**src/inc/fws_pkg.sv**
```systemverilog
// package: register map, pin bundles, command codes and timing for the flash status host
package fws_pkg;

    // ------------------------------------------------------------
    // register map (apb byte offsets)
    // ------------------------------------------------------------
    localparam logic [7:0] REG_CTRL   = 8'h00; // w: start command
    localparam logic [7:0] REG_ADDR   = 8'h04; // rw: target address
    localparam logic [7:0] REG_DATA   = 8'h08; // rw: program data / last read data
    localparam logic [7:0] REG_STATUS = 8'h0C; // r: controller status
    localparam logic [7:0] REG_TIMING = 8'h10; // rw: strobe width in cycles, minus one

    // ctrl command field values
    localparam logic [2:0] CMD_NONE   = 3'h0;
    localparam logic [2:0] CMD_PROG   = 3'h1;
    localparam logic [2:0] CMD_CHIP   = 3'h2;
    localparam logic [2:0] CMD_SECT   = 3'h3;
    localparam logic [2:0] CMD_RESET  = 3'h4;
    localparam logic [2:0] CMD_READ   = 3'h5;
    localparam logic [2:0] CMD_ADDSEC = 3'h6; // extra sector in window

    // status field positions
    localparam int ST_BUSY   = 0;
    localparam int ST_DONE   = 1;
    localparam int ST_FAIL   = 2;
    localparam int ST_WINDOW = 3; // last sampled erase window bit
    localparam int ST_DROP   = 4; // added sector may have been dropped

    // data line bit positions
    localparam int POLL_BIT   = 7;
    localparam int TOGGLE_BIT = 6;
    localparam int LIMIT_BIT  = 5;
    localparam int WINDOW_BIT = 3;

    // ------------------------------------------------------------
    // flash command cycles
    // ------------------------------------------------------------
    localparam logic [16:0] UNLOCK_ADDR1 = 17'h0_5555;
    localparam logic [16:0] UNLOCK_ADDR2 = 17'h0_2AAA;
    localparam logic [7:0]  UNLOCK_DATA1 = 8'hAA;
    localparam logic [7:0]  UNLOCK_DATA2 = 8'h55;
    localparam logic [7:0]  CODE_RESET   = 8'hF0;
    localparam logic [7:0]  CODE_PROG    = 8'hA0;
    localparam logic [7:0]  CODE_ESETUP  = 8'h80;
    localparam logic [7:0]  CODE_CHIP    = 8'h10;
    localparam logic [7:0]  CODE_SECT    = 8'h30;

    // ------------------------------------------------------------
    // reset values and timing
    // ------------------------------------------------------------
    localparam logic [7:0] STROBE_CYC_RST = 8'h14; // 21-cycle, 84 ns strobes
    localparam int CLK_MHZ        = 250;
    localparam int WINDOW_US      = 50;
    localparam int WINDOW_CYC     = WINDOW_US * CLK_MHZ; // 12500, longest time
    localparam int SYNC_STAGES    = 2;

    // flash pin bundle driven by the host
    typedef struct packed {
        logic        ce_n;
        logic        oe_n;
        logic        we_n;
        logic [16:0] addr;
        logic [7:0]  dout;
        logic        doe;   // high while host drives data_lines
    } fws_pins_t;

    // apb slave response bundle
    typedef struct packed {
        logic [31:0] prdata;
        logic        pready;
        logic        pslverr;
    } fws_apb_rsp_t;

endpackage

```
**src/core/fws_host.sv**
```systemverilog
// module: apb controlled host that issues flash commands and polls status bits
//
// The APB interface to the registers and the register addresses are this design's own decisions.
`timescale 1ns/100ps

// Behaviour
// - host reads poll bit at the programmed address
// - host reads erase poll status inside a selected sector
// - after poll bit turns true, host takes full data on later read
// - host rereads poll bit after limit bit is seen high
// - host reads twice, compares toggle bit; unchanged means done
// - still toggling: check limit bit, retest; still toggling means fail, reset
// - host resuming polling restarts with the double read; here only the first round does, later rounds compare with the previous read
// - after limit failure host issues reset command
// - host may ignore window bit only under 50 us command spacing
// - host confirms acceptance, checks window bit before and after added sector
// - window lasts 50 us; other commands in window return to array reads
// - reset command is AA to 5555, 55 to 2AAA, F0 to 5555
module fws_host (
    // clock and reset
    input  wire logic                core_clk_i,
    input  wire logic                reset_n_i,
    // apb slave
    input  wire logic                psel_i,
    input  wire logic                penable_i,
    input  wire logic                pwrite_i,
    input  wire logic [7:0]          paddr_i,
    input  wire logic [31:0]         pwdata_i,
    output fws_pkg::fws_apb_rsp_t    apb_o,
    // flash pins
    output fws_pkg::fws_pins_t       flash_o,
    input  wire logic [7:0]          data_lines_i
);

    typedef enum logic [3:0] {
        H_IDLE, H_SEQ, H_POLL1, H_POLL2, H_RECHK, H_FINAL, H_WCHK_PRE, H_WCHK_POST
    } fws_hst_t;

    typedef struct packed {
        fws_hst_t       st;
        logic [2:0]     cmd;
        logic [2:0]     step;      // command cycle index
        logic [16:0]    addr;
        logic [7:0]     data;
        logic [7:0]     width;
        logic           busy;
        logic           done;
        logic           fail;
        logic           window;
        logic           drop;
        logic           pend;      // bus cycle in flight
        logic           limit_seen;
        logic [7:0]     first;     // first read of a pair
        fws_pkg::fws_apb_rsp_t apb;
    } fws_host_t;

    fws_host_t    s_q;
    fws_host_t    s_d;
    logic         bc_start;
    logic         bc_write;
    logic [16:0]  bc_addr;
    logic [7:0]   bc_wdata;
    logic         bc_done;
    logic [7:0]   bc_rdata;
    logic         cyc_last;
    logic [16:0]  seq_addr;
    logic [7:0]   seq_data;
    logic [2:0]   seq_len;
    logic         apb_acc;

    // --------------------------------------------------------------
    // command sequence tables
    // --------------------------------------------------------------

    // address and data of each write cycle of the current command
    always_comb begin
        seq_addr = fws_pkg::UNLOCK_ADDR1;
        seq_data = fws_pkg::UNLOCK_DATA1;
        seq_len  = 3'd6;
        case (s_q.cmd)
            fws_pkg::CMD_RESET:  seq_len = 3'd3;
            fws_pkg::CMD_PROG:   seq_len = 3'd4;
            fws_pkg::CMD_ADDSEC: seq_len = 3'd1;
            default:             seq_len = 3'd6;
        endcase
        if (s_q.cmd == fws_pkg::CMD_ADDSEC) begin
            // added sector is the sector erase last cycle alone
            seq_addr = s_q.addr;
            seq_data = fws_pkg::CODE_SECT;
        end else begin
            case (s_q.step)
                3'd0: begin
                    seq_addr = fws_pkg::UNLOCK_ADDR1;
                    seq_data = fws_pkg::UNLOCK_DATA1;
                end
                3'd1, 3'd4: begin
                    seq_addr = fws_pkg::UNLOCK_ADDR2;
                    seq_data = fws_pkg::UNLOCK_DATA2;
                end
                3'd2: begin
                    seq_addr = fws_pkg::UNLOCK_ADDR1;
                    if (s_q.cmd == fws_pkg::CMD_RESET) begin
                        seq_data = fws_pkg::CODE_RESET;
                    end else if (s_q.cmd == fws_pkg::CMD_PROG) begin
                        seq_data = fws_pkg::CODE_PROG;
                    end else begin
                        seq_data = fws_pkg::CODE_ESETUP;
                    end
                end
                3'd3: begin
                    if (s_q.cmd == fws_pkg::CMD_PROG) begin
                        seq_addr = s_q.addr;
                        seq_data = s_q.data;
                    end else begin
                        seq_addr = fws_pkg::UNLOCK_ADDR1;
                        seq_data = fws_pkg::UNLOCK_DATA1;
                    end
                end
                3'd5: begin
                    if (s_q.cmd == fws_pkg::CMD_CHIP) begin
                        seq_addr = fws_pkg::UNLOCK_ADDR1;
                        seq_data = fws_pkg::CODE_CHIP;
                    end else begin
                        seq_addr = s_q.addr;
                        seq_data = fws_pkg::CODE_SECT;
                    end
                end
                default: begin
                    seq_addr = fws_pkg::UNLOCK_ADDR1;
                    seq_data = fws_pkg::UNLOCK_DATA1;
                end
            endcase
        end
    end

    assign cyc_last = (s_q.step == seq_len - 3'd1);
    assign apb_acc  = psel_i & penable_i & ~s_q.apb.pready;

    // --------------------------------------------------------------
    // sequencer and apb register file
    // --------------------------------------------------------------

    // next state of the whole host
    always_comb begin
        s_d            = s_q;
        s_d.apb.pready = 1'b0;
        bc_start       = 1'b0;
        bc_write       = 1'b0;
        // status reads at programmed or selected sector address
        bc_addr        = s_q.addr;
        bc_wdata       = seq_data;
        // apb access: one wait state, answer from a flop
        if (apb_acc) begin
            s_d.apb.pready  = 1'b1;
            s_d.apb.pslverr = 1'b0;
            s_d.apb.prdata  = 32'h0000_0000;
            case (paddr_i)
                fws_pkg::REG_CTRL: begin
                    if (pwrite_i && !s_q.busy && pwdata_i[2:0] != fws_pkg::CMD_NONE) begin
                        s_d.cmd  = pwdata_i[2:0];
                        s_d.step = 3'd0;
                        s_d.busy = 1'b1;
                        s_d.done = 1'b0;
                        s_d.fail = 1'b0;
                        s_d.drop = 1'b0;
                        s_d.limit_seen = 1'b0;
                        // added sector checks window before its write
                        if (pwdata_i[2:0] == fws_pkg::CMD_ADDSEC) begin
                            s_d.st = H_WCHK_PRE;
                        end else if (pwdata_i[2:0] == fws_pkg::CMD_READ) begin
                            s_d.st = H_FINAL;
                        end else begin
                            s_d.st = H_SEQ;
                        end
                    end
                end
                fws_pkg::REG_ADDR: begin
                    if (pwrite_i && !s_q.busy) begin
                        s_d.addr = pwdata_i[16:0];
                    end
                    s_d.apb.prdata = {15'h0000, s_q.addr};
                end
                fws_pkg::REG_DATA: begin
                    if (pwrite_i && !s_q.busy) begin
                        s_d.data = pwdata_i[7:0];
                    end
                    s_d.apb.prdata = {24'h00_0000, s_q.data};
                end
                fws_pkg::REG_STATUS: begin
                    s_d.apb.prdata[fws_pkg::ST_BUSY]   = s_q.busy;
                    s_d.apb.prdata[fws_pkg::ST_DONE]   = s_q.done;
                    s_d.apb.prdata[fws_pkg::ST_FAIL]   = s_q.fail;
                    s_d.apb.prdata[fws_pkg::ST_WINDOW] = s_q.window;
                    s_d.apb.prdata[fws_pkg::ST_DROP]   = s_q.drop;
                end
                fws_pkg::REG_TIMING: begin
                    if (pwrite_i && !s_q.busy) begin
                        s_d.width = pwdata_i[7:0];
                    end
                    s_d.apb.prdata = {24'h00_0000, s_q.width};
                end
                default: s_d.apb.pslverr = 1'b1;
            endcase
        end
        // flash side
        case (s_q.st)
            H_IDLE: begin
            end
            H_SEQ: begin
                bc_start = ~s_q.pend;
                bc_write = 1'b1;
                bc_addr  = seq_addr;
                s_d.pend = 1'b1;
                if (bc_done) begin
                    s_d.pend = 1'b0;
                    s_d.step = s_q.step + 3'd1;
                    if (cyc_last) begin
                        // polling starts only after the last strobe rose
                        if (s_q.cmd == fws_pkg::CMD_RESET) begin
                            s_d.st   = H_IDLE;
                            s_d.busy = 1'b0;
                            s_d.done = 1'b1;
                        end else if (s_q.cmd == fws_pkg::CMD_ADDSEC) begin
                            s_d.st = H_WCHK_POST;
                        end else begin
                            s_d.st = H_POLL1;
                        end
                    end
                end
            end
            H_WCHK_PRE, H_WCHK_POST, H_POLL1, H_POLL2, H_RECHK, H_FINAL: begin
                bc_start = ~s_q.pend;
                s_d.pend = 1'b1;
                if (bc_done) begin
                    s_d.pend = 1'b0;
                    s_d.first = bc_rdata;
                    case (s_q.st)
                        H_WCHK_PRE: begin
                            // window read, never timed: closed drops
                            s_d.window = bc_rdata[fws_pkg::WINDOW_BIT];
                            if (bc_rdata[fws_pkg::WINDOW_BIT]) begin
                                s_d.drop = 1'b1;
                                s_d.busy = 1'b0;
                                s_d.st   = H_IDLE;
                            end else begin
                                s_d.st = H_SEQ;
                            end
                        end
                        H_WCHK_POST: begin
                            // high after the write: sector may be lost
                            s_d.window = bc_rdata[fws_pkg::WINDOW_BIT];
                            s_d.drop   = bc_rdata[fws_pkg::WINDOW_BIT];
                            s_d.busy   = 1'b0;
                            s_d.st     = H_IDLE;
                        end
                        H_POLL1: begin
                            // only the first poll round begins with a fresh double read; later rounds compare with the previous read
                            s_d.st = H_POLL2;
                        end
                        H_POLL2, H_RECHK: begin
                            s_d.window = bc_rdata[fws_pkg::WINDOW_BIT];
                            // compare toggle bit of two consecutive reads
                            if (bc_rdata[fws_pkg::TOGGLE_BIT] ==
                                s_q.first[fws_pkg::TOGGLE_BIT]) begin
                                s_d.st = H_FINAL;
                            end else if (s_q.st == H_RECHK) begin
                                // still toggling after limit: failure, reset
                                s_d.fail = 1'b1;
                                s_d.cmd  = fws_pkg::CMD_RESET;
                                s_d.step = 3'd0;
                                s_d.st   = H_SEQ;
                            end else if (bc_rdata[fws_pkg::LIMIT_BIT]) begin
                                s_d.limit_seen = 1'b1;
                                s_d.st         = H_RECHK;
                            end else begin
                                s_d.st = H_POLL2;
                            end
                        end
                        H_FINAL: begin
                            // array data taken on a read after completion
                            s_d.data = bc_rdata;
                            s_d.busy = 1'b0;
                            s_d.done = 1'b1;
                            s_d.st   = H_IDLE;
                        end
                        default: s_d.st = H_IDLE;
                    endcase
                end
            end
            default: s_d.st = H_IDLE;
        endcase
    end

    // state register
    always_ff @(posedge core_clk_i or negedge reset_n_i) begin
        if (!reset_n_i) begin
            s_q       <= '0;
            s_q.st    <= H_IDLE;
            s_q.width <= fws_pkg::STROBE_CYC_RST;
        end else begin
            s_q <= s_d;
        end
    end

    // --------------------------------------------------------------
    // pin cycle engine
    // --------------------------------------------------------------

    fws_bus_cycle u_cycle (
        .core_clk_i   (core_clk_i),
        .reset_n_i    (reset_n_i),
        .start_i      (bc_start),
        .write_i      (bc_write),
        .addr_i       (bc_addr),
        .wdata_i      (bc_wdata),
        .width_i      (s_q.width),
        .done_o       (bc_done),
        .rdata_o      (bc_rdata),
        .pins_o       (flash_o),
        .data_lines_i (data_lines_i)
    );

    assign apb_o = s_q.apb;

endmodule

```
**src/core/fws_bus_cycle.sv**
```systemverilog
// module: one flash read or write strobe cycle on the parallel pins
`timescale 1ns/100ps

module fws_bus_cycle (
    // clock and reset
    input  wire logic                core_clk_i,
    input  wire logic                reset_n_i,
    // request
    input  wire logic                start_i,
    input  wire logic                write_i,
    input  wire logic [16:0]         addr_i,
    input  wire logic [7:0]          wdata_i,
    input  wire logic [7:0]          width_i,
    // answer
    output logic                     done_o,
    output logic [7:0]               rdata_o,
    // flash pins
    output fws_pkg::fws_pins_t       pins_o,
    input  wire logic [7:0]          data_lines_i
);

    typedef enum logic [1:0] {BC_IDLE, BC_STROBE, BC_RECOVER} fws_bc_st_t;

    typedef struct packed {
        fws_bc_st_t         st;
        logic [7:0]         cnt;
        logic               wr;
        logic               done;
        logic [7:0]         rdata;
        logic [7:0]         sync1;
        logic [7:0]         sync2;
        fws_pkg::fws_pins_t pins;
    } fws_bc_t;

    fws_bc_t s_q;
    fws_bc_t s_d;

    // strobe sequencing; data sampled through two flops before use
    always_comb begin
        s_d       = s_q;
        s_d.done  = 1'b0;
        s_d.sync1 = data_lines_i;
        s_d.sync2 = s_q.sync1;
        case (s_q.st)
            BC_IDLE: begin
                if (start_i) begin
                    s_d.st        = BC_STROBE;
                    s_d.cnt       = width_i;
                    s_d.wr        = write_i;
                    s_d.pins.addr = addr_i;
                    s_d.pins.dout = wdata_i;
                    s_d.pins.doe  = write_i;
                    s_d.pins.ce_n = 1'b0;
                    s_d.pins.oe_n = write_i;
                    s_d.pins.we_n = ~write_i;
                end
            end
            BC_STROBE: begin
                if (s_q.cnt == 8'h00) begin
                    // strobe rises: ends the cycle for the device
                    s_d.st        = BC_RECOVER;
                    s_d.cnt       = width_i;
                    s_d.pins.ce_n = 1'b1;
                    s_d.pins.oe_n = 1'b1;
                    s_d.pins.we_n = 1'b1;
                    s_d.rdata     = s_q.sync2;
                end else begin
                    s_d.cnt = s_q.cnt - 8'h01;
                end
            end
            BC_RECOVER: begin
                if (s_q.cnt == 8'h00) begin
                    s_d.st       = BC_IDLE;
                    s_d.pins.doe = 1'b0;
                    s_d.done     = 1'b1;
                end else begin
                    s_d.cnt = s_q.cnt - 8'h01;
                end
            end
            default: s_d.st = BC_IDLE;
        endcase
    end

    // state register
    always_ff @(posedge core_clk_i or negedge reset_n_i) begin
        if (!reset_n_i) begin
            s_q           <= '0;
            s_q.st        <= BC_IDLE;
            s_q.pins.ce_n <= 1'b1;
            s_q.pins.oe_n <= 1'b1;
            s_q.pins.we_n <= 1'b1;
        end else begin
            s_q <= s_d;
        end
    end

    assign done_o  = s_q.done;
    assign rdata_o = s_q.rdata;
    assign pins_o  = s_q.pins;

endmodule

```
**config.mk**
```make
export PLATFORM = sky130hd
export DESIGN_NAME = fws_host
export DESIGN_NICKNAME = d
export VERILOG_FILES = /design/src/inc/fws_pkg.sv /design/src/core/fws_host.sv /design/src/core/fws_bus_cycle.sv
export SDC_FILE = /design/constraint.sdc
export NUM_CORES = 1
export LEC_CHECK = 0
export BUFFER_PORTS_ARGS = -buffer_cell sky130_fd_sc_hd__buf_4
export CAP_MARGIN = 0
export CORE_MARGIN = 2
export CORE_UTILIZATION = 40
export DETAILED_ROUTE_END_ITERATION = 12
export GPL_TIMING_DRIVEN = 1
export SLEW_MARGIN = 40
export SYNTH_ARGS = -nofsm -noshare
export SYNTH_HDL_FRONTEND = slang
export SYNTH_HIERARCHICAL = 1
export SYNTH_SLANG_ARGS = --single-unit
```
**constraint.sdc**
```tcl
create_clock -name core_clk_i -period 4.35 [get_ports core_clk_i]
set_input_delay 0 -clock core_clk_i [delete_from_list [all_inputs] [get_ports core_clk_i]]
set_output_delay 0 -clock core_clk_i [all_outputs]
set_load 0.02 [all_outputs]
```
# Word-level counts from Yosys, hierarchy flattened
# Index checks and enable logic that the tools add are counted.
# word_totals
regBits	142
latch_bits	0
mem_bits_rw	0
romBits	0
inputBits	53
out_inout_bits	63
wordCells	190
memories	0
# classes
n_addsub	3
mul	0
n_div	0
magnitude_cmp	0
n_eq_ne	30
shift	0
muxes	93
n_bitwise	5
reduce_logical	29
# ops
op	n
2-to-1 mux 17 bit	6
2-to-1 mux 8 bit	11
one-hot mux 17 bit (3 select lines)	1
2-to-1 mux 46 bit	1
one-hot mux 12 bit (3 select lines)	1
one-hot mux 8 bit (4 select lines)	1
2-to-1 mux 10 bit	3
2-to-1 mux 6 bit	5
2-to-1 mux 29 bit	1
2-to-1 mux 3 bit	9
2-to-1 mux 1 bit	25
2-to-1 mux 4 bit	6
one-hot mux 4 bit (3 select lines)	2
one-hot mux 8 bit (3 select lines)	1
AND reduction 3 bit	7
one-hot mux 5 bit (4 select lines)	1
equality test 3 bit, second input constant	6
equality test 4 x 3 -> 1 bit, second input constant	4
equality test 8 x 4 -> 1 bit, second input constant	2
logical NOT 8 bit	2
2-to-1 mux 15 bit	1
2-to-1 mux 2 bit	6
one-hot mux 3 bit (2 select lines)	2
2-to-1 mux 11 bit	1
other kinds (35)	55

# Longest topological paths before layout
# depth
word_depth	12
ltp_mapped	10
depth_no_buf	9

# Hierarchy
# The synthesis kept the hierarchy.
# by_module_without_submodules
mod	n_inst	cells_per_inst	area_each_um2	seq_area_each_um2
fws_host	1	430	4206.5	1729.2
fws_bus_cycle	1	236	2951.6	1605.3

# Least setup slack after synthesis
# Ideal clock, no wire load.
# synth_timing
kind	register to register
start	register s_q[85] (netlist name)
end	register s_q[88] (netlist name)
setup_ns	0.134
arrival_time_ns	2.189
required_time_ns	4.216
path_slack_ns	2.026
path_stages_with_launch	11
n_path_buf	1
synth_period_minus_slack_ns	2.324
path_cell_list	dfrtp_1 nand2b_1 clkbuf_1 or2_2 nand2_1 ha_1 xor2_1 or4_1 a211oi_1 a211o_1 o211ai_1
# synth_rtl
element	line_no	rtl
start, declared	fws_host.sv:57	fws_host_t s_q;

==> results_dict.tcl <==
set metrics [dict create \
    firstDrtPassIters 5 \
    clk_path_buf_depth 2 \
    synth_top_family_by_area "compound AO/OA/AOI/OAI gates" \
    pre_cts_slack_ns 1.60 \
    synth_cell_types 73 \
    drive_gt1_share_pct 28.4 \
    initialDrtViolationCount 315 \
    areaGrowthSynthToFinish_pct 17.4 \
    port_buffers 85 \
    antennaDiodeCount 0 \
    start_util_pct 41.1 \
    path_class "reg2reg" \
    synth_area_um2 7160 \
    cp.arrival_ns 2.86 \
    overflow 0 \
    finalCritPeriodShare_pct 59.2 \
    grt_max_degree 56 \
    grt_pass1_vias 4987 \
    routedWlPerCell_um 17.8 \
    htreeDepth 4 \
    seq_area_frac_synth_pct 46.6 \
    synth-compound-area-share_pct 16.6 \
    place_hpwl_um 12400 \
    synth-xor-area-share_pct 0.734 \
    rrSetupSlack_ns 1.77 \
    clk_pin_slew_ns 0.06 \
    routed_via_density 5.43 \
    dieArea_um2 19000 \
    crit_path_max_fanout 8 \
    clock_latency_ns 0.42 \
    fill_cells 1586 \
    async_flop_share_pct 100 \
    p_seq_share_pct 41.4 \
    pwr-share-comb_pct 21.3 \
    yosysWarningCount 6 \
    synth-main-ff-cell "dfrtp_1" \
    yosys-mux-area-fraction_pct 11.4 \
    rsz0062_at_grt "false" \
    start_kind "register" \
    synth_fa_ha_area_share_pct 2.10 \
    synth.avg_cell_area_um2 10.7 \
    io_pins 116 \
    tightest_slew_ns 0.787 \
    setup_tns_ns 0 \
    multi_input_area_um2 3170 \
    internal-power_mw 2.43 \
    grt_usage_pct 18.3 \
    cts_tree "built" \
    ys_ff_latch 133 \
    grt_pass1_wl_um 26500 \
    layout_min_cycle_time_ns 2.58 \
    slew_headroom_pct 47.5 \
    placementRows 48 \
    num_vias 5214 \
    layout.nets 788 \
    ant_nets 0 \
    status "completed" \
    p_sw_share_pct 32.6 \
    drv_cap 0 \
    maxSlewViolCount 0 \
    netlist_instances 666 \
    hold_violations 0 \
    worstPathRequired_ns 4.64 \
    setup_viol 0 \
    cellLeakagePower_nw 4.05 \
    m1WireLength_um 7980 \
    p_sw_mw 1.18 \
    regArea_um2 3330 \
    globalplace.congestion 0.852 \
    antenna_found_initial 0 \
    most-common-layout-cells "dfrtp_1, buf_4, mux2_2" \
    finalWorstSetupSlack_ns 1.77 \
    cp-end-kind "register" \
    final_common_cell "dfrtp_1" \
    powerDensity_nw_per_um2 429 \
    pwr-share-clk_pct 37.2 \
    met2_length_um 7780 \
    die_h_um 138 \
    cts-root-buf "clkbuf_16" \
    hp-class "in2reg" \
    synthSimpleGateAreaFrac_pct 12.4 \
    cts_resized 0 \
    wl_met3_um 1010 \
    core_um2 17400 \
    clock-sinks 133 \
    die_w_um 138 \
    drc 0 \
    numCtsBuffers 17 \
    max_freq_mhz 388 \
    ir_worst_vdd_uv 268 \
    synth_edf_count 0 \
    wirelength_um 17100 \
    dr.max_layer_used "met4" \
    finClkSkew_ns 0.00647 \
]
[power by group through the flow]
stage               logic, mW  registers [mW]  clock network, mW
finish                  0.769            1.49               1.34
global route            0.841            1.51               1.44
CTS                     0.763            1.49               1.38
detailed placement      0.738            1.51                  0
global placement        0.731            1.50                  0
floorplan               0.650            1.43                  0
[per-stage QoR]
step | cells | power (mW) | util, % | area (um2) | hold slack [ns]
6_report | 961 | 3.60 | 48.2 | 8400 | 0.0513
5_1_grt | 961 | 3.79 | 48.2 | 8400 | 0.0528
4_1_cts | 961 | 3.63 | 48.2 | 8400 | 0.0368
3_5_place_dp | 899 | 2.25 | 43.3 | 7540 | 0.0151
3_3_place_gp | 899 | 2.23 | 43.2 | 7530 | 0.00102
2_1_floorplan | 681 | 2.08 | - | 7210 | -0.296
[kinds of logic after synthesis]
kind of cell	after synthesis
other	1
AND/OR/NAND/NOR	155
XOR/XNOR	6
buffers and inverters	118
adder cells (fa/ha/maj)	12
AO/OA/AOI/OAI	171
multiplexers	70
flip-flops	133
[worst max-delay path, cell delays in order (launching register included)]
cell      delay [ns]
dfrtp_1         0.45
nand2b_1        0.28
or2_2           0.35
nand2_1         0.07
ha_1            0.16
xor2_1          0.09
or4_1           0.49
a211oi_1        0.28
a211o_1         0.17
o211ai_1        0.11
[flip-flops by register name, indices dropped and copies added, names as in the netlist]
| signal | count |
|---|---|
| s_q | 50 |
| u_cycle/pins_o | 29 |
| apb_o | 19 |
| u_cycle/s_q | 18 |
| u_cycle/rdata_o | 8 |
| u_cycle/s_d | 8 |
| u_cycle/done_o | 1 |
[area by class of cell]
class | count | area share, %
clock buffers | 18 | 5.23
clock inverters | 14 | 1.39
inverters | 19 | 0.849
multi-input cells | 430 | 37.7
flip-flops and latches | 133 | 39.7
well taps | 225 | 3.35
repair buffers | 122 | 11.8
[worst paths after layout]
check	depth (start not counted)	end	from
max reg2reg	9	s_q[90]$_DFF_PN0_	s_q[85]$_DFF_PN0_
min	5	apb_o[4]$_DFFE_PN0N_	paddr_i[6]
min reg2reg	0	u_cycle/s_q[34]$_DFF_PN0_	u_cycle/s_d[34]$_DFF_PN0_
max in group asynchronous	3	u_cycle/pins_o[7]$_DFFE_PN0P_	reset_n_i
min in group asynchronous	2	u_cycle/s_q[57]$_DFFE_PN0P_	reset_n_i
max	9	s_q[90]$_DFF_PN0_	s_q[85]$_DFF_PN0_
[routing by layer]
layer,track usage (%),vias up
li1,-,2454
met1,25.3,2559
met2,28.4,177
met3,4.12,24
met4,6.18,0
met5,0,-
[repair_timing]
item	4_1_cts	5_1_grt
hold endpoints to repair	86	0
setup buffers	0	0
hold buffers	30	0
[cell usage after synthesis, types with 6 or more instances]
| library cell | n | share of area, % |
|---|---|---|
| nor2b_1 | 7 | 0.61 |
| mux2i_1 | 9 | 1.3 |
| nand2b_1 | 6 | 0.52 |
| mux2_2 | 51 | 8.0 |
| inv_1 | 19 | 1.0 |
| a31oi_1 | 8 | 0.70 |
| ha_1 | 12 | 2.1 |
| nor2_1 | 21 | 1.1 |
| a22o_1 | 13 | 1.6 |
| a21o_1 | 16 | 1.7 |
| a221o_1 | 7 | 0.98 |
| o21ai_0 | 41 | 2.9 |
| dfrtp_1 | 128 | 45 |
| mux2_4 | 10 | 2.1 |
| nand2_1 | 47 | 2.5 |
| nand3_1 | 15 | 1.0 |
| a22oi_1 | 13 | 1.4 |
| buf_4 | 71 | 7.4 |
| a21oi_1 | 28 | 2.0 |
| clkbuf_1 | 23 | 1.2 |
| nor3_1 | 12 | 0.84 |
| nand4_1 | 6 | 0.52 |
Note: power is estimated with default switching activity, not from simulation.
